<file path="src/hdl/fcsb_pkg.sv">
// Package of offsets, field positions, reset values and codes for the FEC control and status bank
package fcsb_pkg;

	// ==========================================================
	// Register map
	localparam int ADDR_W = 10;
	localparam int DATA_W = 8;
	localparam logic [ADDR_W-1:0] OFS_ENABLE_CONTROL = 10'h300;
	localparam logic [ADDR_W-1:0] OFS_SUBMODULE_ACTIVITY = 10'h301;
	localparam logic [ADDR_W-1:0] OFS_ERROR_UPDATE_SELECT = 10'h302;

	// ==========================================================
	// Reset values and widths
	localparam int CTRL_W = 6;
	localparam int STAT_W = 4;
	localparam int SEL_W = 6;
	localparam logic [CTRL_W-1:0] RST_ENABLE_CONTROL = 6'h3f;
	localparam logic [SEL_W-1:0] RST_ERROR_UPDATE_SELECT = 6'h01;

	// ==========================================================
	// Control field positions
	localparam int BIT_FEC_EN = 0;
	localparam int BIT_PREP_EN = 1;
	localparam int BIT_WGT_EN = 2;
	localparam int BIT_TERR_FORMAT = 3;
	localparam int BIT_SAT_FORMAT = 4;
	localparam int BIT_FLUSH_EN = 5;

	// ==========================================================
	// Status field positions
	localparam int BIT_ACT_MGMT = 0;
	localparam int BIT_ACT_DECODER = 1;
	localparam int BIT_ACT_RS_INPUT = 2;
	localparam int BIT_ACT_PREP = 3;

	// ==========================================================
	// Error update selection codes
	localparam logic [SEL_W-1:0] SEL_ASYNC = 6'h00;
	localparam logic [SEL_W-1:0] SEL_FIRST_CC = 6'h01;
	localparam logic [SEL_W-1:0] SEL_SECOND_CC = 6'h02;
	localparam logic [SEL_W-1:0] SEL_NTH_LO = 6'h03;
	localparam logic [SEL_W-1:0] SEL_NTH_HI = 6'h32;
	localparam logic [SEL_W-1:0] SEL_NTH_OFFSET = 6'h02;

	// Kind of packet reported by the packet processor
	typedef enum logic [1:0] {
		fcsb_pkt_prime,
		fcsb_pkt_first_cc,
		fcsb_pkt_second_cc
	} fcsb_pkt_e;

	// ==========================================================
	// Data path
	localparam int SOFT_W = 4;
	localparam int WEIGHT_W = 4;
	localparam int FIFO_DEPTH = 8;

endpackage

</file>
<file path="src/hdl/fcsb_fifo_if.sv">
// Interface carrying a valid/ready word stream between bank modules
`timescale 1ns/100ps

interface fcsb_fifo_if #(parameter int WIDTH = 8);
	logic valid; // Word offered
	logic ready; // Word accepted
	logic [WIDTH-1:0] data; // Word itself
	modport source (output valid, output data, input ready);
	modport sink (input valid, input data, output ready);
endinterface

</file>
<file path="src/hdl/fcsb_bank.sv">
// FEC control, status and error update selection register bank
`timescale 1ns/100ps

// What this block does
// RULE1 - Flag one enables, zero disables; b0, b1
// RULE2 - Weight satellite streams only while b2 set
// RULE3 - Bit b4: satellite format, offset binary when one
// RULE4 - Bit b3: ground format, offset binary when one
// RULE5 - Host keeps both format bits equal
// RULE6 - Bit b5 flushes decoder per prime rate packet end
// RULE7 - Status flag one while sub-module active
// RULE8 - Status b3 prep, b2 RS, b1 decoder, b0 management
// RULE9 - Selection 0x00 overwrites errors every packet
// RULE10 - Selection 0x01/0x02 updates on control channels
// RULE11 - Selection 0x03..0x32 updates at packet value-2
// RULE12 - Host never programs selection above 0x32
module fcsb_bank
	import fcsb_pkg::*;
#(
	parameter int ERR_W = 8
)(
	// Clock, reset, enable
	input wire logic mclk,
	input wire logic rstn,
	input wire logic ce,
	// Register port
	input wire logic [ADDR_W-1:0] reg_addr,
	input wire logic reg_wr,
	input wire logic reg_rd,
	input wire logic [DATA_W-1:0] reg_wdata,
	output logic [DATA_W-1:0] reg_rdata,
	// Enables and formats to the FEC sub-modules
	output logic fec_enable,
	output logic prep_enable,
	output logic terr_format,
	output logic sat_format,
	// Activity reported by the FEC sub-modules
	input wire logic act_prep,
	input wire logic act_rs_input,
	input wire logic act_decoder,
	input wire logic act_mgmt,
	// Packet events from the packet processor
	input wire logic packet_end,
	input wire logic [1:0] packet_kind,
	input wire logic [ERR_W-1:0] packet_errors,
	output logic decoder_flush,
	output logic [ERR_W-1:0] fec_errors,
	// Satellite soft data in
	input wire logic sat_valid,
	output logic sat_ready,
	input wire logic [SOFT_W-1:0] sat1_soft,
	input wire logic [SOFT_W-1:0] sat2_soft,
	input wire logic [WEIGHT_W-1:0] sat1_weight,
	input wire logic [WEIGHT_W-1:0] sat2_weight,
	// Weighted satellite data out
	output logic out_valid,
	input wire logic out_ready,
	output logic [2*SOFT_W-1:0] out_data
);
	localparam int FW = 2 * SOFT_W;

	// ==========================================================
	// Register state
	logic [CTRL_W-1:0] enable_control; // Control flags
	logic [SEL_W-1:0] error_update_select; // Error update mode
	logic [STAT_W-1:0] activity; // Live sub-module status
	logic [SEL_W-1:0] after_cc_count; // Prime rate packets since control channels
	logic wr_hit_ctrl;
	logic wr_hit_sel;
	logic err_take; // Copy errors this cycle

	assign wr_hit_ctrl = reg_wr && (reg_addr == OFS_ENABLE_CONTROL);
	assign wr_hit_sel = reg_wr && (reg_addr == OFS_ERROR_UPDATE_SELECT);

	// ==========================================================
	// Control register, reset to all enabled
	always_ff @(posedge mclk or negedge rstn)
	begin
		if (!rstn)
		begin
			enable_control <= RST_ENABLE_CONTROL;
		end
		else if (ce && wr_hit_ctrl)
		begin
			enable_control <= reg_wdata[CTRL_W-1:0];
		end
	end

	// Flags drive the sub-modules directly; one enables, zero disables
	assign fec_enable = enable_control[BIT_FEC_EN]; // see RULE1
	assign prep_enable = enable_control[BIT_PREP_EN]; // see RULE1
	// Format bits pass as stored; keeping them equal is the host's job
	assign terr_format = enable_control[BIT_TERR_FORMAT]; // see RULE4
	assign sat_format = enable_control[BIT_SAT_FORMAT]; // see RULE3 RULE5

	// ==========================================================
	// Error update selection register
	always_ff @(posedge mclk or negedge rstn)
	begin
		if (!rstn)
		begin
			error_update_select <= RST_ERROR_UPDATE_SELECT;
		end
		else if (ce && wr_hit_sel)
		begin
			error_update_select <= reg_wdata[SEL_W-1:0];
		end
	end

	// ==========================================================
	// Activity vector; sub-modules share this clock so no synchroniser
	always_comb
	begin
		activity = '0;
		activity[BIT_ACT_PREP] = act_prep; // see RULE8
		activity[BIT_ACT_RS_INPUT] = act_rs_input; // see RULE8
		activity[BIT_ACT_DECODER] = act_decoder; // see RULE8
		activity[BIT_ACT_MGMT] = act_mgmt; // see RULE8
	end

	// ==========================================================
	// Read data, registered; unmapped addresses read zero
	always_ff @(posedge mclk or negedge rstn)
	begin
		if (!rstn)
		begin
			reg_rdata <= '0;
		end
		else if (ce && reg_rd)
		begin
			unique case (reg_addr)
				OFS_ENABLE_CONTROL:
				begin
					reg_rdata <= DATA_W'(enable_control);
				end
				OFS_SUBMODULE_ACTIVITY:
				begin
					reg_rdata <= DATA_W'(activity); // see RULE7
				end
				OFS_ERROR_UPDATE_SELECT:
				begin
					reg_rdata <= DATA_W'(error_update_select);
				end
				default:
				begin
					reg_rdata <= '0;
				end
			endcase
		end
	end

	// ==========================================================
	// Decoder flush request, one cycle per prime rate packet end when enabled
	always_ff @(posedge mclk or negedge rstn)
	begin
		if (!rstn)
		begin
			decoder_flush <= 1'b0;
		end
		else if (ce)
		begin
			decoder_flush <= packet_end && (packet_kind == fcsb_pkt_prime) && enable_control[BIT_FLUSH_EN]; // see RULE6
		end
	end

	// ==========================================================
	// Count prime rate packets after the control channels
	// The count restarts at either control channel and saturates
	always_ff @(posedge mclk or negedge rstn)
	begin
		if (!rstn)
		begin
			after_cc_count <= '0;
		end
		else if (ce && packet_end)
		begin
			if (packet_kind == fcsb_pkt_first_cc || packet_kind == fcsb_pkt_second_cc)
			begin
				after_cc_count <= '0;
			end
			else if (after_cc_count != '1)
			begin
				after_cc_count <= after_cc_count + 1'b1;
			end
		end
	end

	// ==========================================================
	// Choose whether this packet's errors are captured
	always_comb
	begin
		err_take = 1'b0;
		if (packet_end)
		begin
			if (error_update_select == SEL_ASYNC)
			begin
				err_take = 1'b1; // see RULE9
			end
			else if (error_update_select == SEL_FIRST_CC)
			begin
				err_take = (packet_kind == fcsb_pkt_first_cc); // see RULE10
			end
			else if (error_update_select == SEL_SECOND_CC)
			begin
				err_take = (packet_kind == fcsb_pkt_second_cc); // see RULE10
			end
			else if (error_update_select <= SEL_NTH_HI)
			begin
				// Nth packet, counter holds N-1 before this one
				err_take = (packet_kind == fcsb_pkt_prime) &&
					(after_cc_count + 1'b1 == error_update_select - SEL_NTH_OFFSET); // see RULE11
			end
			// Codes above the defined range leave the errors alone
		end
	end

	// Error register capture
	always_ff @(posedge mclk or negedge rstn)
	begin
		if (!rstn)
		begin
			fec_errors <= '0;
		end
		else if (ce && err_take)
		begin
			fec_errors <= packet_errors;
		end
	end

	// ==========================================================
	// Satellite weighting ahead of the FIFO
	// Products keep the upper half so the word width stays fixed
	fcsb_fifo_if #(.WIDTH(FW)) fifo_in ();
	fcsb_fifo_if #(.WIDTH(FW)) fifo_out ();
	logic [SOFT_W+WEIGHT_W-1:0] prod1;
	logic [SOFT_W+WEIGHT_W-1:0] prod2;
	logic [FW-1:0] out_word;

	assign prod1 = sat1_soft * sat1_weight;
	assign prod2 = sat2_soft * sat2_weight;
	assign fifo_in.valid = sat_valid && fec_enable;
	// Weighted only while enabled, else soft data pass untouched
	assign fifo_in.data = enable_control[BIT_WGT_EN] ?
		{prod2[SOFT_W+WEIGHT_W-1 -: SOFT_W], prod1[SOFT_W+WEIGHT_W-1 -: SOFT_W]} :
		{sat2_soft, sat1_soft}; // see RULE2
	// Back-pressure from the FIFO stalls the source
	assign sat_ready = fifo_in.ready && fec_enable;

	fcsb_fifo #(.WIDTH(FW), .DEPTH(FIFO_DEPTH)) u_fifo (
		.mclk(mclk),
		.rstn(rstn),
		.ce(ce),
		.wr(fifo_in),
		.rd(fifo_out)
	);

	// ==========================================================
	// Output register stage so data leaves from flip-flops
	logic out_full;
	assign fifo_out.ready = !out_full || out_ready;
	assign out_valid = out_full;
	assign out_data = out_word;

	always_ff @(posedge mclk or negedge rstn)
	begin
		if (!rstn)
		begin
			out_full <= 1'b0;
			out_word <= '0;
		end
		else if (ce)
		begin
			if (fifo_out.ready)
			begin
				out_full <= fifo_out.valid;
				if (fifo_out.valid)
				begin
					out_word <= fifo_out.data;
				end
			end
		end
	end
endmodule

</file>
<file path="src/hdl/fcsb_fifo.sv">
// Synchronous FIFO with valid/ready on both sides
`timescale 1ns/100ps

module fcsb_fifo
	import fcsb_pkg::*;
#(
	parameter int WIDTH = 8,
	parameter int DEPTH = FIFO_DEPTH
)(
	// Clock and reset
	input wire logic mclk,
	input wire logic rstn,
	input wire logic ce,
	// Streams
	fcsb_fifo_if.sink wr,
	fcsb_fifo_if.source rd
);
	localparam int PW = $clog2(DEPTH);

	logic [WIDTH-1:0] mem [DEPTH]; // Word storage
	logic [PW-1:0] wptr; // Write position
	logic [PW-1:0] rptr; // Read position
	logic [PW:0] count; // Words held
	logic push;
	logic pop;

	// Full and empty come straight from the count
	assign wr.ready = (count != (PW+1)'(DEPTH));
	assign rd.valid = (count != '0);
	assign rd.data = mem[rptr];
	assign push = ce && wr.valid && wr.ready;
	assign pop = ce && rd.valid && rd.ready;

	// ==========================================================
	// Storage write, no reset needed on data
	always_ff @(posedge mclk)
	begin
		if (push)
		begin
			mem[wptr] <= wr.data;
		end
	end

	// ==========================================================
	// Pointers and occupancy
	always_ff @(posedge mclk or negedge rstn)
	begin
		if (!rstn)
		begin
			wptr <= '0;
			rptr <= '0;
			count <= '0;
		end
		else
		begin
			if (push)
			begin
				wptr <= (wptr == PW'(DEPTH-1)) ? '0 : wptr + 1'b1;
			end
			if (pop)
			begin
				rptr <= (rptr == PW'(DEPTH-1)) ? '0 : rptr + 1'b1;
			end
			if (push && !pop)
			begin
				count <= count + 1'b1;
			end
			else if (pop && !push)
			begin
				count <= count - 1'b1;
			end
		end
	end
endmodule

</file>
<file path="config.mk">
export PLATFORM = sky130hd
export DESIGN_NAME = fcsb_bank
export DESIGN_NICKNAME = d
export VERILOG_FILES = /design/src/hdl/fcsb_pkg.sv /design/src/hdl/fcsb_fifo_if.sv /design/src/hdl/fcsb_bank.sv /design/src/hdl/fcsb_fifo.sv
export SDC_FILE = /design/constraint.sdc
export NUM_CORES = 1
export LEC_CHECK = 0
export ABC_AREA = 1
export ABC_CLOCK_PERIOD_IN_PS = 6500
export BUFFER_PORTS_ARGS = -buffer_cell sky130_fd_sc_hd__buf_4
export CORE_ASPECT_RATIO = 1.25
export CORE_UTILIZATION = 37
export DETAILED_ROUTE_END_ITERATION = 8
export MAX_ROUTING_LAYER = met4
export PLACE_DENSITY_LB_ADDON = 0.25
export SYNTH_ARGS = -nofsm -noshare
export SYNTH_HDL_FRONTEND = slang
export SYNTH_HIERARCHICAL = 1
export SYNTH_SLANG_ARGS = --single-unit
export TNS_END_PERCENT = 10
</file>
<file path="constraint.sdc">
create_clock -name mclk -period 6.5 [get_ports mclk]
set_input_delay 0.65 -clock mclk [delete_from_list [all_inputs] [get_ports mclk]]
set_output_delay 0.65 -clock mclk [all_outputs]
set_load 0.005 [all_outputs]
</file>
**Word-level counts from Yosys, hierarchy flattened**

Memory sizes are Yosys's and may differ from the RTL's. A register that Yosys moved wholly into a read port is not among the register bits.
Cells that the tools add are included.

- Div/mod/pow operators: 0
- Equality and inequality tests: 12
- Multiply operators: 2
- Bitwise logic cells: 0
- Shifts and indexed selects: 0
- Add/sub/neg operators: 6
- Reduce and logical (&&, ||, !) cells: 32
- Mux-type cells: 15
- Magnitude comparators: 1

Operators with widths:

| kind | number |
|---|---|
| $eq A10 B10 Y1 const B | 3 |
| $logic_and A1 B1 Y1 | 18 |
| $pmux W6 S3 | 1 |
| $mul A4 B4 Y8 | 2 |
| $mux W6 | 2 |
| $mux W4 | 2 |
| $mux W8 | 1 |
| $mux W1 | 7 |
| $add A3 B1 Y3 const B | 2 |
| $add A6 B1 Y6 const B | 1 |
| $eq A3 B3 Y1 const B | 2 |
| $eq A6 B1 Y1 const B | 1 |
| $eq A6 B2 Y1 const B | 1 |
| $eq A6 B6 Y1 | 1 |
| $le A6 B6 Y1 const B | 1 |
| $logic_not A6 Y1 | 1 |
| $mux W3 | 2 |
| $ne A6 B6 Y1 const B | 1 |
| $sub A6 B2 Y6 const B | 1 |
| $add A4 B1 Y4 const B | 1 |
| $logic_not A1 Y1 | 4 |
| $ne A4 B4 Y1 const B | 1 |
| $reduce_and A2 Y1 | 2 |
| $reduce_bool A2 Y1 | 2 |
| other kinds (7) | 8 |

- Memory bits (writable): 64
- ROM bits: 0
- Latch bits: 0
- Memories: 1
- Bits of input ports: 56
- Bits in registers: 46

Memories:

| name | depth | width | rd ports | clocked after memory_dff | write ports | line | source |
|---|---|---|---|---|---|---|---|
| u_fifo.mem | 8 | 8 | 1 | 1 | 1 | fcsb_fifo.sv:20 | `logic [WIDTH-1:0] mem [DEPTH];` |

**Logic depth before layout (Yosys ltp)**

Gate-level depths: netlist of the first run.

- Depth after elaboration: 9
- Gate-level depth with buffers: 16
- Mapped depth without buffers: 16

**Hierarchy**

Netlist of the first run, hierarchy kept.

Modules (own cells, without submodules):

| module | cells each | times used | area an instance (sq um) |
|---|---|---|---|
| fcsb_fifo | 366 | 1 | 3,432.0 |
| fcsb_bank | 405 | 1 | 3,170.5 |

**Worst setup path after synthesis of the first run**

No wires, ideal clock.

- Path kind: input to register
- Start: in sat2_soft[0]
- End: mem u_fifo.mem[0][4], data pin
- Stages on the path: 10
- Buffers on the path: 0
- Setup slack: 3.466 ns
- Data required time: 6.235 ns
- Arrival: 2.769 ns
- Cell sequence: nand2_1 > fa_1 > inv_1 > fa_1 > ha_1 > a21oi_1 > inv_1 > nand2_1 > nand2_1 > o21ai_0

- Longest elaborated chain between the ends: 2

Ends and longest elaborated chain:

| what | line | source |
|---|---|---|
| start, declared | fcsb_bank.sv:52 | `input wire logic [SOFT_W-1:0] sat2_soft,` |
| $mul A4 B4 Y8 | fcsb_bank.sv:240 | `assign prod2 = sat2_soft * sat2_weight;` |
| $mux W8 (*) | fcsb_bank.sv:243 | `assign fifo_in.data = enable_control[BIT_WGT_EN] ?` |
| named net fifo_in.data[4] | fcsb_fifo_if.sv:7 | `logic [WIDTH-1:0] data;` |
| end, declared | fcsb_fifo.sv:20 |  |

Mark *: on every way through the listed nets, which the timed path passes. The rest lies on a longest branch.

**Worst setup path after layout of the first run**

- Start: in sat2_weight[3]
- End: mem u_fifo.mem[0][4], data pin

- Longest elaborated chain between the ends: 2

Ends and longest elaborated chain:

| what | line | source |
|---|---|---|
| start, declared | fcsb_bank.sv:54 | `input wire logic [WEIGHT_W-1:0] sat2_weight,` |
| $mul A4 B4 Y8 | fcsb_bank.sv:240 |  |
| $mux W8 | fcsb_bank.sv:243 |  |
| named net fifo_in.data[4] | fcsb_fifo_if.sv:7 |  |

The timed path passes the listed nets, and every way through them passes these cells.

==> results of run 1 <==
==> cell usage after synthesis (all sizes together) <==
cell type,instances
nand2,252
dfstp,7
fa,7
a31oi,5
o22ai,4
mux2i,6
nor3,10
a21o,4
buf,14
edfxtp,64
clkbuf,2
a21boi,1
ha,33
inv,119
xor2,3
nand4,9
o221ai,5
conb,1
nor4,1
nor2,91
o21ai,13
nand3,40
a21oi,9
xnor2,2
o31ai,1
a22o,4
mux2,14
or2,5
dfrtp,45
==> area by class of cell <==
class,instances,area share
multi-input cells,521,0.351
repair buffers,90,0.0843
flip-flops and latches,116,0.404
well taps,224,0.0350
clock inverters,14,0.0162
inverters,119,0.0558
clock buffers,18,0.0536
==> state kept, by name, summed over array words and instances, names as in the netlist, 4 cells and up <==
signal               count
reg_rdata                6
u_fifo/count             4
u_fifo/mem              64
after_cc_count           6
enable_control           6
out_data                 8
error_update_select      6
fec_errors               8
==> worst register-to-register path, cell delays in order, from the launching register on <==
cell	delay [ns]
sky130_fd_sc_hd__dfstp_2	0.59
sky130_fd_sc_hd__nand2_1	0.06
sky130_fd_sc_hd__inv_1	0.07
sky130_fd_sc_hd__nand2_1	0.05
sky130_fd_sc_hd__a31oi_1	0.32
sky130_fd_sc_hd__ha_1	0.24
sky130_fd_sc_hd__inv_1	0.09
sky130_fd_sc_hd__ha_1	0.31
sky130_fd_sc_hd__or2_2	0.31
sky130_fd_sc_hd__nand2_1	0.07
sky130_fd_sc_hd__nand2_1	0.04
sky130_fd_sc_hd__nand3_1	0.07
sky130_fd_sc_hd__nand2_1	0.05
==> placed cells by master (no fill, tap or decap), types with 8 or more instances in the layout <==
cell type,synthesis,layout
sky130_fd_sc_hd__nand2_1,247,247
sky130_fd_sc_hd__inv_1,115,115
sky130_fd_sc_hd__buf_4,9,90
sky130_fd_sc_hd__nor2_1,87,87
sky130_fd_sc_hd__edfxtp_1,64,64
sky130_fd_sc_hd__dfrtp_1,45,44
sky130_fd_sc_hd__nand3_1,39,39
sky130_fd_sc_hd__ha_1,33,33
sky130_fd_sc_hd__clkbuf_16,0,17
sky130_fd_sc_hd__o21ai_0,11,11
sky130_fd_sc_hd__nand4_1,9,9
sky130_fd_sc_hd__mux2_2,9,9
sky130_fd_sc_hd__a21oi_1,8,8
sky130_fd_sc_hd__nor3_1,8,8
==> per-layer routing <==
layer  vias to the layer above  part of all wire  GRT usage
li1                       2650                 -          -
met1                      2292              0.44      0.191
met2                        88              0.51      0.288
met3                        15             0.036     0.0388
met4                         0             0.011     0.0556
met5                         -                 0          -
==> cell families (layout without fill, tap and decap cells) <==
| kind of cell | after synthesis | in the layout | synth area share |
|---|---|---|---|
| and+or+nand+nor | 408 | 408 | 0.257 |
| buffers and inverters | 135 | 241 | 0.0847 |
| DFF | 116 | 116 | 0.489 |
| AOI/OAI and AO/OA | 46 | 46 | 0.0451 |
| adders and majority gates | 40 | 40 | 0.0838 |
| muxes | 20 | 20 | 0.0330 |
| xor gates and xnor gates | 5 | 5 | 0.00663 |
| other | 1 | 2 | 0.000568 |
==> worst max path at each step <==
| stage | cells after the start | slack, ns | start | endpoint |
|---|---|---|---|---|
| finish | 11 | 3.39 | sat2_weight[3] | u_fifo/mem[0][4]$_DFFE_PP_ |
| global route | 11 | 3.06 | sat2_weight[3] | u_fifo/mem[0][4]$_DFFE_PP_ |
| CTS | 11 | 3.38 | sat2_weight[3] | u_fifo/mem[0][4]$_DFFE_PP_ |
| detailed placement | 11 | 2.94 | sat2_weight[3] | u_fifo/mem[6][4]$_DFFE_PP_ |
| global placement | 11 | 3.02 | sat2_weight[3] | u_fifo/mem[2][4]$_DFFE_PP_ |
| floorplan | 10 | 3.47 | sat2_soft[0] | u_fifo/mem[0][4]$_DFFE_PP_ |
==> power breakdown <==
part | switching [mW] | leakage, nW | internal, mW | total [mW]
Combinational | 0.309 | 2.60 | 0.271 | 0.580
Sequential | 0.128 | 1.23 | 0.840 | 0.968
Clock | 0.343 | 0.259 | 0.527 | 0.870
Total | 0.780 | 4.09 | 1.64 | 2.42
==> metrics by stage <==
step            util  setup slack (ns)  instances  cell area [sq um]  hold WS, ns
2_1_floorplan      -              3.47        772               6610        0.354
3_3_place_gp   0.427              3.02       1070               7450        0.456
3_5_place_dp   0.427              2.94       1070               7450        0.460
4_1_cts        0.460              3.38       1102               8010        0.300
5_1_grt        0.460              3.06       1102               8010        0.328
6_report       0.460              3.39       1102               8010        0.287
==> results_dict.tcl, run 1 <==
set metrics [dict create \
    storage_element_area_sq_mm 0.00323 \
    final_hold_viol_count 0 \
    critical_path.top_delay_family "adder cells" \
    cts_tree "yes" \
    synth.distinct_cells 45 \
    run_status "completed" \
    fill_cells 1722 \
    cts.path.max_buffers 2 \
    crit_buf_inv 3 \
    fp.coreArea_sq_mm 0.0174 \
    cts_htree_levels 4 \
    slowest_stage "sky130_fd_sc_hd__o21ai_0" \
    detail_route.iter0.violations 212 \
    area_growth_pct 21.3 \
    endpoint_kind "flip-flop" \
    hold_path_class "input port to asynchronous set/reset pin" \
    core.rowCount 54 \
    detailed_place_hpwl_um 9840 \
    fin_worst_skew_ns 0.00920 \
    clockRootBuffer "sky130_fd_sc_hd__clkbuf_16" \
    cts_hold_buffers 0 \
    total_power_mw 2.42 \
    drt-pass1-iter-count 4 \
    reg2reg_from "enable_control[0]$_DFFE_PN1P_" \
    initial_core_utilization 0.379 \
    insertedDiodeCount 0 \
    die_x_um 121 \
    cts_buffers 17 \
    timing_max_transition_violations_final 0 \
    synth_top_area_share 0.291 \
    ff2ff_path_depth 12 \
    critPathArrivalTime_ns 3.21 \
    critical-path-max-stage-delay_ns 0.63 \
    post_synth_instance_area_sq_mm 0.00660 \
    tightestPinTransition_ns 1.10 \
    drv_cap 0 \
    first_pass_grt_wire_length_um 23000 \
    drcViolationCount 0 \
    regToRegSetupSlack_ns 4.10 \
    synth_largest_area_cell "sky130_fd_sc_hd__edfxtp_1" \
    layout.nets 961 \
    post_cts.repair.setup_buffers 0 \
    postSynthRegisterBits 116 \
    final-setup-viol-count 0 \
    grt_remaining_overflow 0 \
    boundaryPins 87 \
    crit-reg2reg-capture "u_fifo/count[3]$_DFFE_PN0P_" \
    final_period_util 0.478 \
    max_fo_critical_path 8 \
    chipHeight_um 151 \
    path_cells "buf_4, nand2_1, fa_1, inv_1, fa_1, ha_1, a21oi_1, inv_1, nand2_1, nand2_1, o21ai_0" \
    cts.sink_count 116 \
    maxClockFrequency_mhz 322 \
    worst_setup_hold_path_clk_slew_ns 0.05 \
    detail-route-antenna-nets 0 \
    via_per_inst 4.58 \
    syn_area_cell_sq_um 8.56 \
    setup.worst_path.class "input port to flip-flop" \
    ys.warnings.count 6 \
    yosysSeqAreaShare 0.489 \
    rsz0062_at_grt "no" \
    synthesis.instances 771 \
    crit_path_frequent_cell "sky130_fd_sc_hd__nand2_1" \
    timing.max_slew.rel_slack 0.265 \
    setup.worst_path.start_class "input port" \
    floorplan.die_area_sq_mm 0.0184 \
    final.min_clock_period_ns 3.11 \
    multi_input_area_sq_mm 0.00282 \
    yosys-top-cells-area "sky130_fd_sc_hd__edfxtp_1 29%, sky130_fd_sc_hd__dfrtp_1 17%, sky130_fd_sc_hd__nand2_1 14%" \
    power-per-cell-area_mw_per_mm2 302 \
    vias_in_the_first_global_route 4962 \
    leakagePower_nw 4.09 \
    antenna_violations_before_repair 0 \
    routed_wl_um 13500 \
    cts-resized-gates 0 \
    maximum_number_of_pins_on_one_net_before_global_route_repair 68 \
    wire_per_inst_um 12.3 \
    vdd_drop_max_mv 0.159 \
    drive_gt1_frac 0.181 \
    worst_skew_pair.late_latency_ns 0.41 \
    grt_use_total 0.167 \
    setup-tns-final_ns 0 \
    routed-via-count 5045 \
    critical_path_required_ns 6.60 \
    buffer_ports.inserted 82 \
    gpl.final_weighted_congestion 0.786 \
]
Note: power is estimated with default switching activity, not from simulation.
==> inputs of run 2 (changes only) <==
Settings changed: ABC_AREA 1 to 0, ABC_CLOCK_PERIOD_IN_PS 6500 to 2590.
Clock period 6.5 ns to 2.59 ns, I/O delays scaled along.
==> results_dict.tcl, run 2 <==
set metrics [dict create \
    buffer_ports.inserted 82 \
    final.hold.worst_slack_ns 0.0894 \
    post_synth_instance_area_sq_mm 0.00618 \
    max_ffs_per_register 64 \
    rsz0062_at_grt "yes" \
    drive_gt1_frac 0.431 \
    setup.worst_path.class "input port to flip-flop" \
    via_per_inst 5.00 \
    regToRegSetupSlack_ns 0.10 \
    crit_buf_inv 3 \
    synth_ff_type "sky130_fd_sc_hd__edfxtp_1" \
    max_flop_register "u_fifo/mem" \
    vdd_drop_max_mv 0.440 \
    die_x_um 118 \
    antenna_violations_before_repair 0 \
    yosysSeqAreaShare 0.523 \
    grt_remaining_overflow 0 \
    power_report.internal_total_mw 4.46 \
    setup.worst_path.start_class "input port" \
    detailed_place_hpwl_um 9060 \
    postLayoutSetupSlackWorst_ns -0.00616 \
    max_fo_critical_path 8 \
    synth_top_family_by_area "multiplexers" \
    fin_worst_skew_ns 0.00869 \
    storage_element_area_sq_mm 0.00323 \
    wire_per_inst_um 15.8 \
    met2_usage 0.275 \
    power_switching_share 0.268 \
    detail_route.iter0.violations 187 \
    routed_wl_um 12700 \
    total_switching_power_mw 1.63 \
    ys.warnings.count 6 \
    tightestPinTransition_ns 0.782 \
    synth_top_area_share 0.311 \
    floorplan.die_area_sq_mm 0.0172 \
    cts.sink_count 116 \
    failing_checks "negative setup slack" \
    global_route_met1_utilization 0.181 \
    synth_compound_gate_area_share 0.0520 \
    grt_use_total 0.159 \
    final.min_clock_period_ns 2.60 \
    layout_common_cells "118 x sky130_fd_sc_hd__buf_4, 64 x sky130_fd_sc_hd__edfxtp_1, 45 x sky130_fd_sc_hd__dfrtp_1, 43 x sky130_fd_sc_hd__mux2_2, 31 x sky130_fd_sc_hd__ha_1" \
    power-per-cell-area_mw_per_mm2 763 \
    boundaryPins 87 \
    clock_power_share 0.374 \
    post_synth_fa_ha_maj_area_fraction 0.0894 \
    synthesis.instances 443 \
    worst_skew_pair.late_latency_ns 0.40 \
    cts_tree "yes" \
    critical_path_required_ns 2.74 \
    setup-tns-final_ns -0.0376 \
    maxClockFrequency_mhz 385 \
    timing_max_transition_violations_final 0 \
    final_hold_viol_count 0 \
    drt-pass1-iter-count 4 \
    multi_input_area_sq_mm 0.00285 \
    final_period_util 1.00 \
    final-setup-viol-count 7 \
    synth_async_sr_flop_share 0.448 \
    grt.busiest_layer "met2" \
    hold_path_class "input port to flip-flop" \
    worst_setup_hold_path_clk_slew_ns 0.05 \
    synth.distinct_cells 63 \
    critical_path.top_delay_family "adder cells" \
    total_power_mw 6.09 \
    cts_buffers 17 \
    synth_largest_area_cell "sky130_fd_sc_hd__edfxtp_1" \
    vias_in_the_first_global_route 4180 \
    syn_area_cell_sq_um 14.0 \
    layout.nets 668 \
    fill_cells 1460 \
    power.sequential.fraction 0.378 \
    drcViolationCount 0 \
    most_common_library_cells_after_synthesis "64 x sky130_fd_sc_hd__edfxtp_1, 45 x sky130_fd_sc_hd__dfrtp_1, 45 x sky130_fd_sc_hd__mux2_2" \
    area_growth_pct 29.1 \
    insertedDiodeCount 0 \
    gpl.final_weighted_congestion 0.762 \
    cts.path.max_buffers 2 \
    mostFrequentLayoutCell "sky130_fd_sc_hd__buf_4" \
    timing.max_slew.rel_slack 0.479 \
    core.rowCount 52 \
    path_cells "buf_8, nand2_4, fa_1, inv_2, fa_1, ha_1, and4_1, a21oi_2, o21bai_2, a21oi_2, nand4bb_1, nand4_1, buf_6" \
    post_synth_edffs 64 \
    global_route.usage.met3 0.0332 \
    post_synth_mux_area_share 0.165 \
    routed-via-count 4003 \
    dp_slack_ns -0.558 \
    leakagePower_nw 3.37 \
    first_pass_grt_wire_length_um 20700 \
    clockRootBuffer "sky130_fd_sc_hd__clkbuf_16" \
    detail-route-antenna-nets 0 \
    maximum_number_of_pins_on_one_net_before_global_route_repair 53 \
    yosys.area_share.xor_xnor 0.0269 \
    finish.utilization 0.491 \
    chipHeight_um 147 \
    fp.coreArea_sq_mm 0.0163 \
    initial_core_utilization 0.380 \
    drv_cap 0 \
    run_status "complete, but fails checks" \
    most_frequent_cell_after_synthesis "sky130_fd_sc_hd__edfxtp_1" \
    cts_htree_levels 4 \
    yosys-top-cells-area "sky130_fd_sc_hd__edfxtp_1 31%, sky130_fd_sc_hd__dfrtp_1 18%, sky130_fd_sc_hd__mux2_2 8.2%" \
    endpoint_kind "flip-flop" \
    slowest_stage "sky130_fd_sc_hd__fa_1" \
    post_synth_and_or_nand_nor_area_fraction 0.112 \
    critical-path-max-stage-delay_ns 0.54 \
    critPathArrivalTime_ns 2.75 \
    power_frac_comb 0.248 \
    postSynthRegisterBits 116 \
]
run 2: cell types whose count changed in the layout (fill, tap and decap cells not counted), sizes merged, moves of 6 or more:
cell | before | now
xnor2 | 2 | 13
nand2b | 0 | 6
mux2 | 14 | 50
buf | 90 | 125
nand3 | 40 | 6
inv | 122 | 19
and2 | 0 | 22
mux4 | 0 | 16
nand2 | 252 | 26
nor2 | 91 | 10
run 2: stage by stage:
stage / std cells / instance area [sq um]
2_1_floorplan: 444 / 6220
3_3_place_gp: 764 / 7270
5_1_grt: 801 / 7980
4_1_cts: 799 / 7900
6_report: 801 / 7980
3_5_place_dp: 764 / 7270
run 2: worst register-to-register path, cell delays in order, from the launching register on:
cell and delay, ns:
sky130_fd_sc_hd__dfrtp_1 0.41, sky130_fd_sc_hd__or4_4 0.55, sky130_fd_sc_hd__and3_4 0.19, sky130_fd_sc_hd__inv_1 0.05, sky130_fd_sc_hd__ha_2 0.17, sky130_fd_sc_hd__inv_2 0.05, sky130_fd_sc_hd__buf_4 0.14, sky130_fd_sc_hd__ha_1 0.28
sky130_fd_sc_hd__nand3_1 0.10, sky130_fd_sc_hd__a2111o_1 0.37, sky130_fd_sc_hd__o211ai_1 0.09
run 2: cell type report:
| cell class | count | share of cell area |
|---|---|---|
| clock buffers | 17 | 0.0533 |
| clock inverters | 15 | 0.0198 |
| inverters | 16 | 0.00752 |
| multi-input cells | 295 | 0.357 |
| flip-flops and latches | 116 | 0.405 |
| well taps | 216 | 0.0339 |
| repair buffers | 126 | 0.124 |
run 2: final timing paths:
path                                             start                       endpoint  cells past startpoint
max                                       sat1_soft[2]     u_fifo/mem[6][3]$_DFFE_PP_                     13
min reg2reg                   reg_rdata[5]$_DFFE_PN0P_       reg_rdata[5]$_DFFE_PN0P_                      2
min in group asynchronous                         rstn        out_data[1]$_DFFE_PN0P_                      2
min                                   packet_errors[2]      fec_errors[2]$_DFFE_PN0P_                      2
max reg2reg                u_fifo/count[2]$_DFFE_PN0P_    u_fifo/count[3]$_DFFE_PN0P_                     10
max in group asynchronous                         rstn  after_cc_count[0]$_DFFE_PN0P_                      2
run 2: cell families (layout without fill, tap and decap cells):
| logic type | after synthesis | in the layout |
|---|---|---|
| flip-flops | 116 | 116 |
| AND/OR/NAND/NOR | 115 | 115 |
| multiplexers | 73 | 73 |
| AO/OA/AOI/OAI | 46 | 46 |
| adder cells (fa/ha/maj) | 40 | 40 |
| buffers and inverters | 33 | 174 |
| XOR/XNOR | 19 | 19 |
| other | 1 | 2 |
run 2: routing by layer:
| metal | vias to the layer above | part of all wire |
|---|---|---|
| li1 | 1924 | - |
| met1 | 1999 | 0.44 |
| met2 | 69 | 0.53 |
| met3 | 11 | 0.026 |
| met4 | 0 | 0.0096 |
| met5 | - | 0 |
run 2: timing repair:
item                                    4_1_cts  5_1_grt
pin swaps                                     2       13
resized for setup                             6       17
endpoints found under the setup margin       33       41
hold endpoints to repair                     45        0
cloned                                        0        0
buffers inserted                              2        2
hold buffers                                  1        0
run 2: power by group through the flow:
stage	sequential (mW)	clock, mW	combinational [mW]
after floorplan	2.26	0	1.04
after global placement	2.34	0	1.43
after detailed placement	2.34	0	1.47
after CTS	2.31	2.32	1.49
after global routing	2.33	2.41	1.68
final	2.30	2.28	1.51
==> inputs of run 3 (changes only) <==
Settings changed: ABC_CLOCK_PERIOD_IN_PS 2590 to 2400.
Clock period 2.59 ns to 2.4 ns, I/O delays scaled along.
==> results_dict.tcl, run 3 (synthesis results as in run 2) <==
set metrics [dict create \
    detailed_place_hpwl_um 9080 \
    core.rowCount 52 \
    via_per_inst 4.93 \
    routed-via-count 3986 \
    grt_remaining_overflow 0 \
    layout.nets 675 \
    vdd_drop_max_mv 0.404 \
    path_cells "buf_8, nand2_8, fa_1, inv_1, fa_1, ha_1, and4_1, a21o_1, a21o_1, a21oi_2, nand4b_1, nand4_1, buf_6" \
    drcViolationCount 0 \
    final_period_util 1.08 \
    layout_common_cells "126 x sky130_fd_sc_hd__buf_4, 64 x sky130_fd_sc_hd__edfxtp_1, 45 x sky130_fd_sc_hd__dfrtp_1, 40 x sky130_fd_sc_hd__mux2_2, 30 x sky130_fd_sc_hd__ha_1" \
    cts.sink_count 116 \
    chipHeight_um 147 \
    antenna_violations_before_repair 0 \
    timing.max_slew.rel_slack 0.498 \
    tightestPinTransition_ns 0.753 \
    run_status "complete, but fails checks" \
    clockRootBuffer "sky130_fd_sc_hd__clkbuf_16" \
    worst_skew_pair.late_latency_ns 0.41 \
    final.min_clock_period_ns 2.58 \
    rsz0062_at_grt "yes" \
    detail_route.iter0.violations 217 \
    detail-route-antenna-nets 0 \
    final-setup-viol-count 41 \
    maxClockFrequency_mhz 388 \
    endpoint_kind "flip-flop" \
    floorplan.die_area_sq_mm 0.0172 \
    total_power_mw 6.93 \
    drv_cap 0 \
    insertedDiodeCount 0 \
    hold_path_class "input port to flip-flop" \
    wire_per_inst_um 15.7 \
    cts.path.max_buffers 2 \
    cts_htree_levels 4 \
    vias_in_the_first_global_route 4137 \
    cts_tree "yes" \
    cts_buffers 17 \
    critPathArrivalTime_ns 2.74 \
    postLayoutSetupSlackWorst_ns -0.180 \
    critical-path-max-stage-delay_ns 0.52 \
    slowest_stage "sky130_fd_sc_hd__fa_1" \
    finish.utilization 0.498 \
    routed_wl_um 12600 \
    critical_path_required_ns 2.56 \
    gpl.final_weighted_congestion 0.770 \
    failing_checks "negative setup slack" \
    mostFrequentLayoutCell "sky130_fd_sc_hd__buf_4" \
    setup.worst_path.class "input port to flip-flop" \
    fp.coreArea_sq_mm 0.0163 \
    die_x_um 118 \
    grt_use_total 0.163 \
    final_hold_viol_count 0 \
    initial_core_utilization 0.380 \
    boundaryPins 87 \
    drt-pass1-iter-count 4 \
    fin_worst_skew_ns 0.0116 \
    leakagePower_nw 3.44 \
    buffer_ports.inserted 82 \
    drive_gt1_frac 0.431 \
    worst_setup_hold_path_clk_slew_ns 0.06 \
    area_growth_pct 30.9 \
    cell_area_reported_after_detailed_placement_sq_mm 0.00734 \
    maximum_number_of_pins_on_one_net_before_global_route_repair 53 \
    max_fo_critical_path 8 \
    max_ffs_per_register 64 \
    setup.worst_path.start_class "input port" \
    timing_max_transition_violations_final 0 \
    dpl.cell_count 773 \
    final.hold.worst_slack_ns 0.0589 \
    max_flop_register "u_fifo/mem" \
    power-per-cell-area_mw_per_mm2 855 \
    final_cell_count_no_fill 808 \
    first_pass_grt_wire_length_um 21100 \
    postLayoutCellArea_sq_mm 0.00810 \
]
## run 3: layer usage
| layer | part of all wire | track usage |
|---|---|---|
| met1 | 0.44 | 0.189 |
| met2 | 0.51 | 0.272 |
| met3 | 0.034 | 0.0391 |
| met4 | 0.017 | 0.0635 |
| met5 | 0 | - |
## run 3: what timing repair did
action	in CTS	in global routing
hold endpoints to repair	45	0
pin swaps	8	3
resized for setup	23	0
hold buffers	1	0
endpoints found under the setup margin	57	67
setup buffers	2	0
## run 3: area by class of cell
class / instances / area [sq um]
inverters: 16 / 60.1
repair buffers: 133 / 1040
multi-input cells: 295 / 2860
clock inverters: 10 / 180
well taps: 216 / 270
clock buffers: 22 / 454
flip-flops and latches: 116 / 3230
fillers: 1426 / 8170
## run 3: worst max-delay path: cells and delay by family
kind	cells	cell delay, ns
fa+ha+maj	3	1.22
compound gates	3	0.53
simple gates	4	0.44
buf+inv	3	0.28
## run 3: per-stage QoR
stage / setup WS [ns] / TNS [ns]
6_report: -0.180 / -5.09
5_1_grt: -0.313 / -10.74
4_1_cts: -0.173 / -4.56
3_5_place_dp: -0.765 / -37.14
3_3_place_gp: -0.598 / -32.26
2_1_floorplan: -0.397 / -19.02
## run 3: power by group
group | internal [mW] | leakage (nW) | switching (mW)
clock | 1.86 | 0.304 | 0.878
sequential | 2.28 | 1.22 | 0.207
combinational | 1.05 | 1.92 | 0.648
total | 5.19 | 3.44 | 1.73
## run 3: final timing paths
kind / startpoint / end / slack, ns / cells after the start
worst min-delay path: packet_errors[1] / fec_errors[1]$_DFFE_PN0P_ / 0.06 / 2
max in group asynchronous: rstn / reg_rdata[4]$_DFFE_PN0P_ / 1.54 / 2
worst min register to register: reg_rdata[5]$_DFFE_PN0P_ / reg_rdata[5]$_DFFE_PN0P_ / 0.50 / 2
min in group asynchronous: rstn / out_data[3]$_DFFE_PN0P_ / 0.40 / 2
worst max-delay path: sat2_weight[1] / u_fifo/mem[4][7]$_DFFE_PP_ / -0.18 / 13
worst max register to register: u_fifo/count[2]$_DFFE_PN0P_ / u_fifo/count[3]$_DFFE_PN0P_ / -0.05 / 10
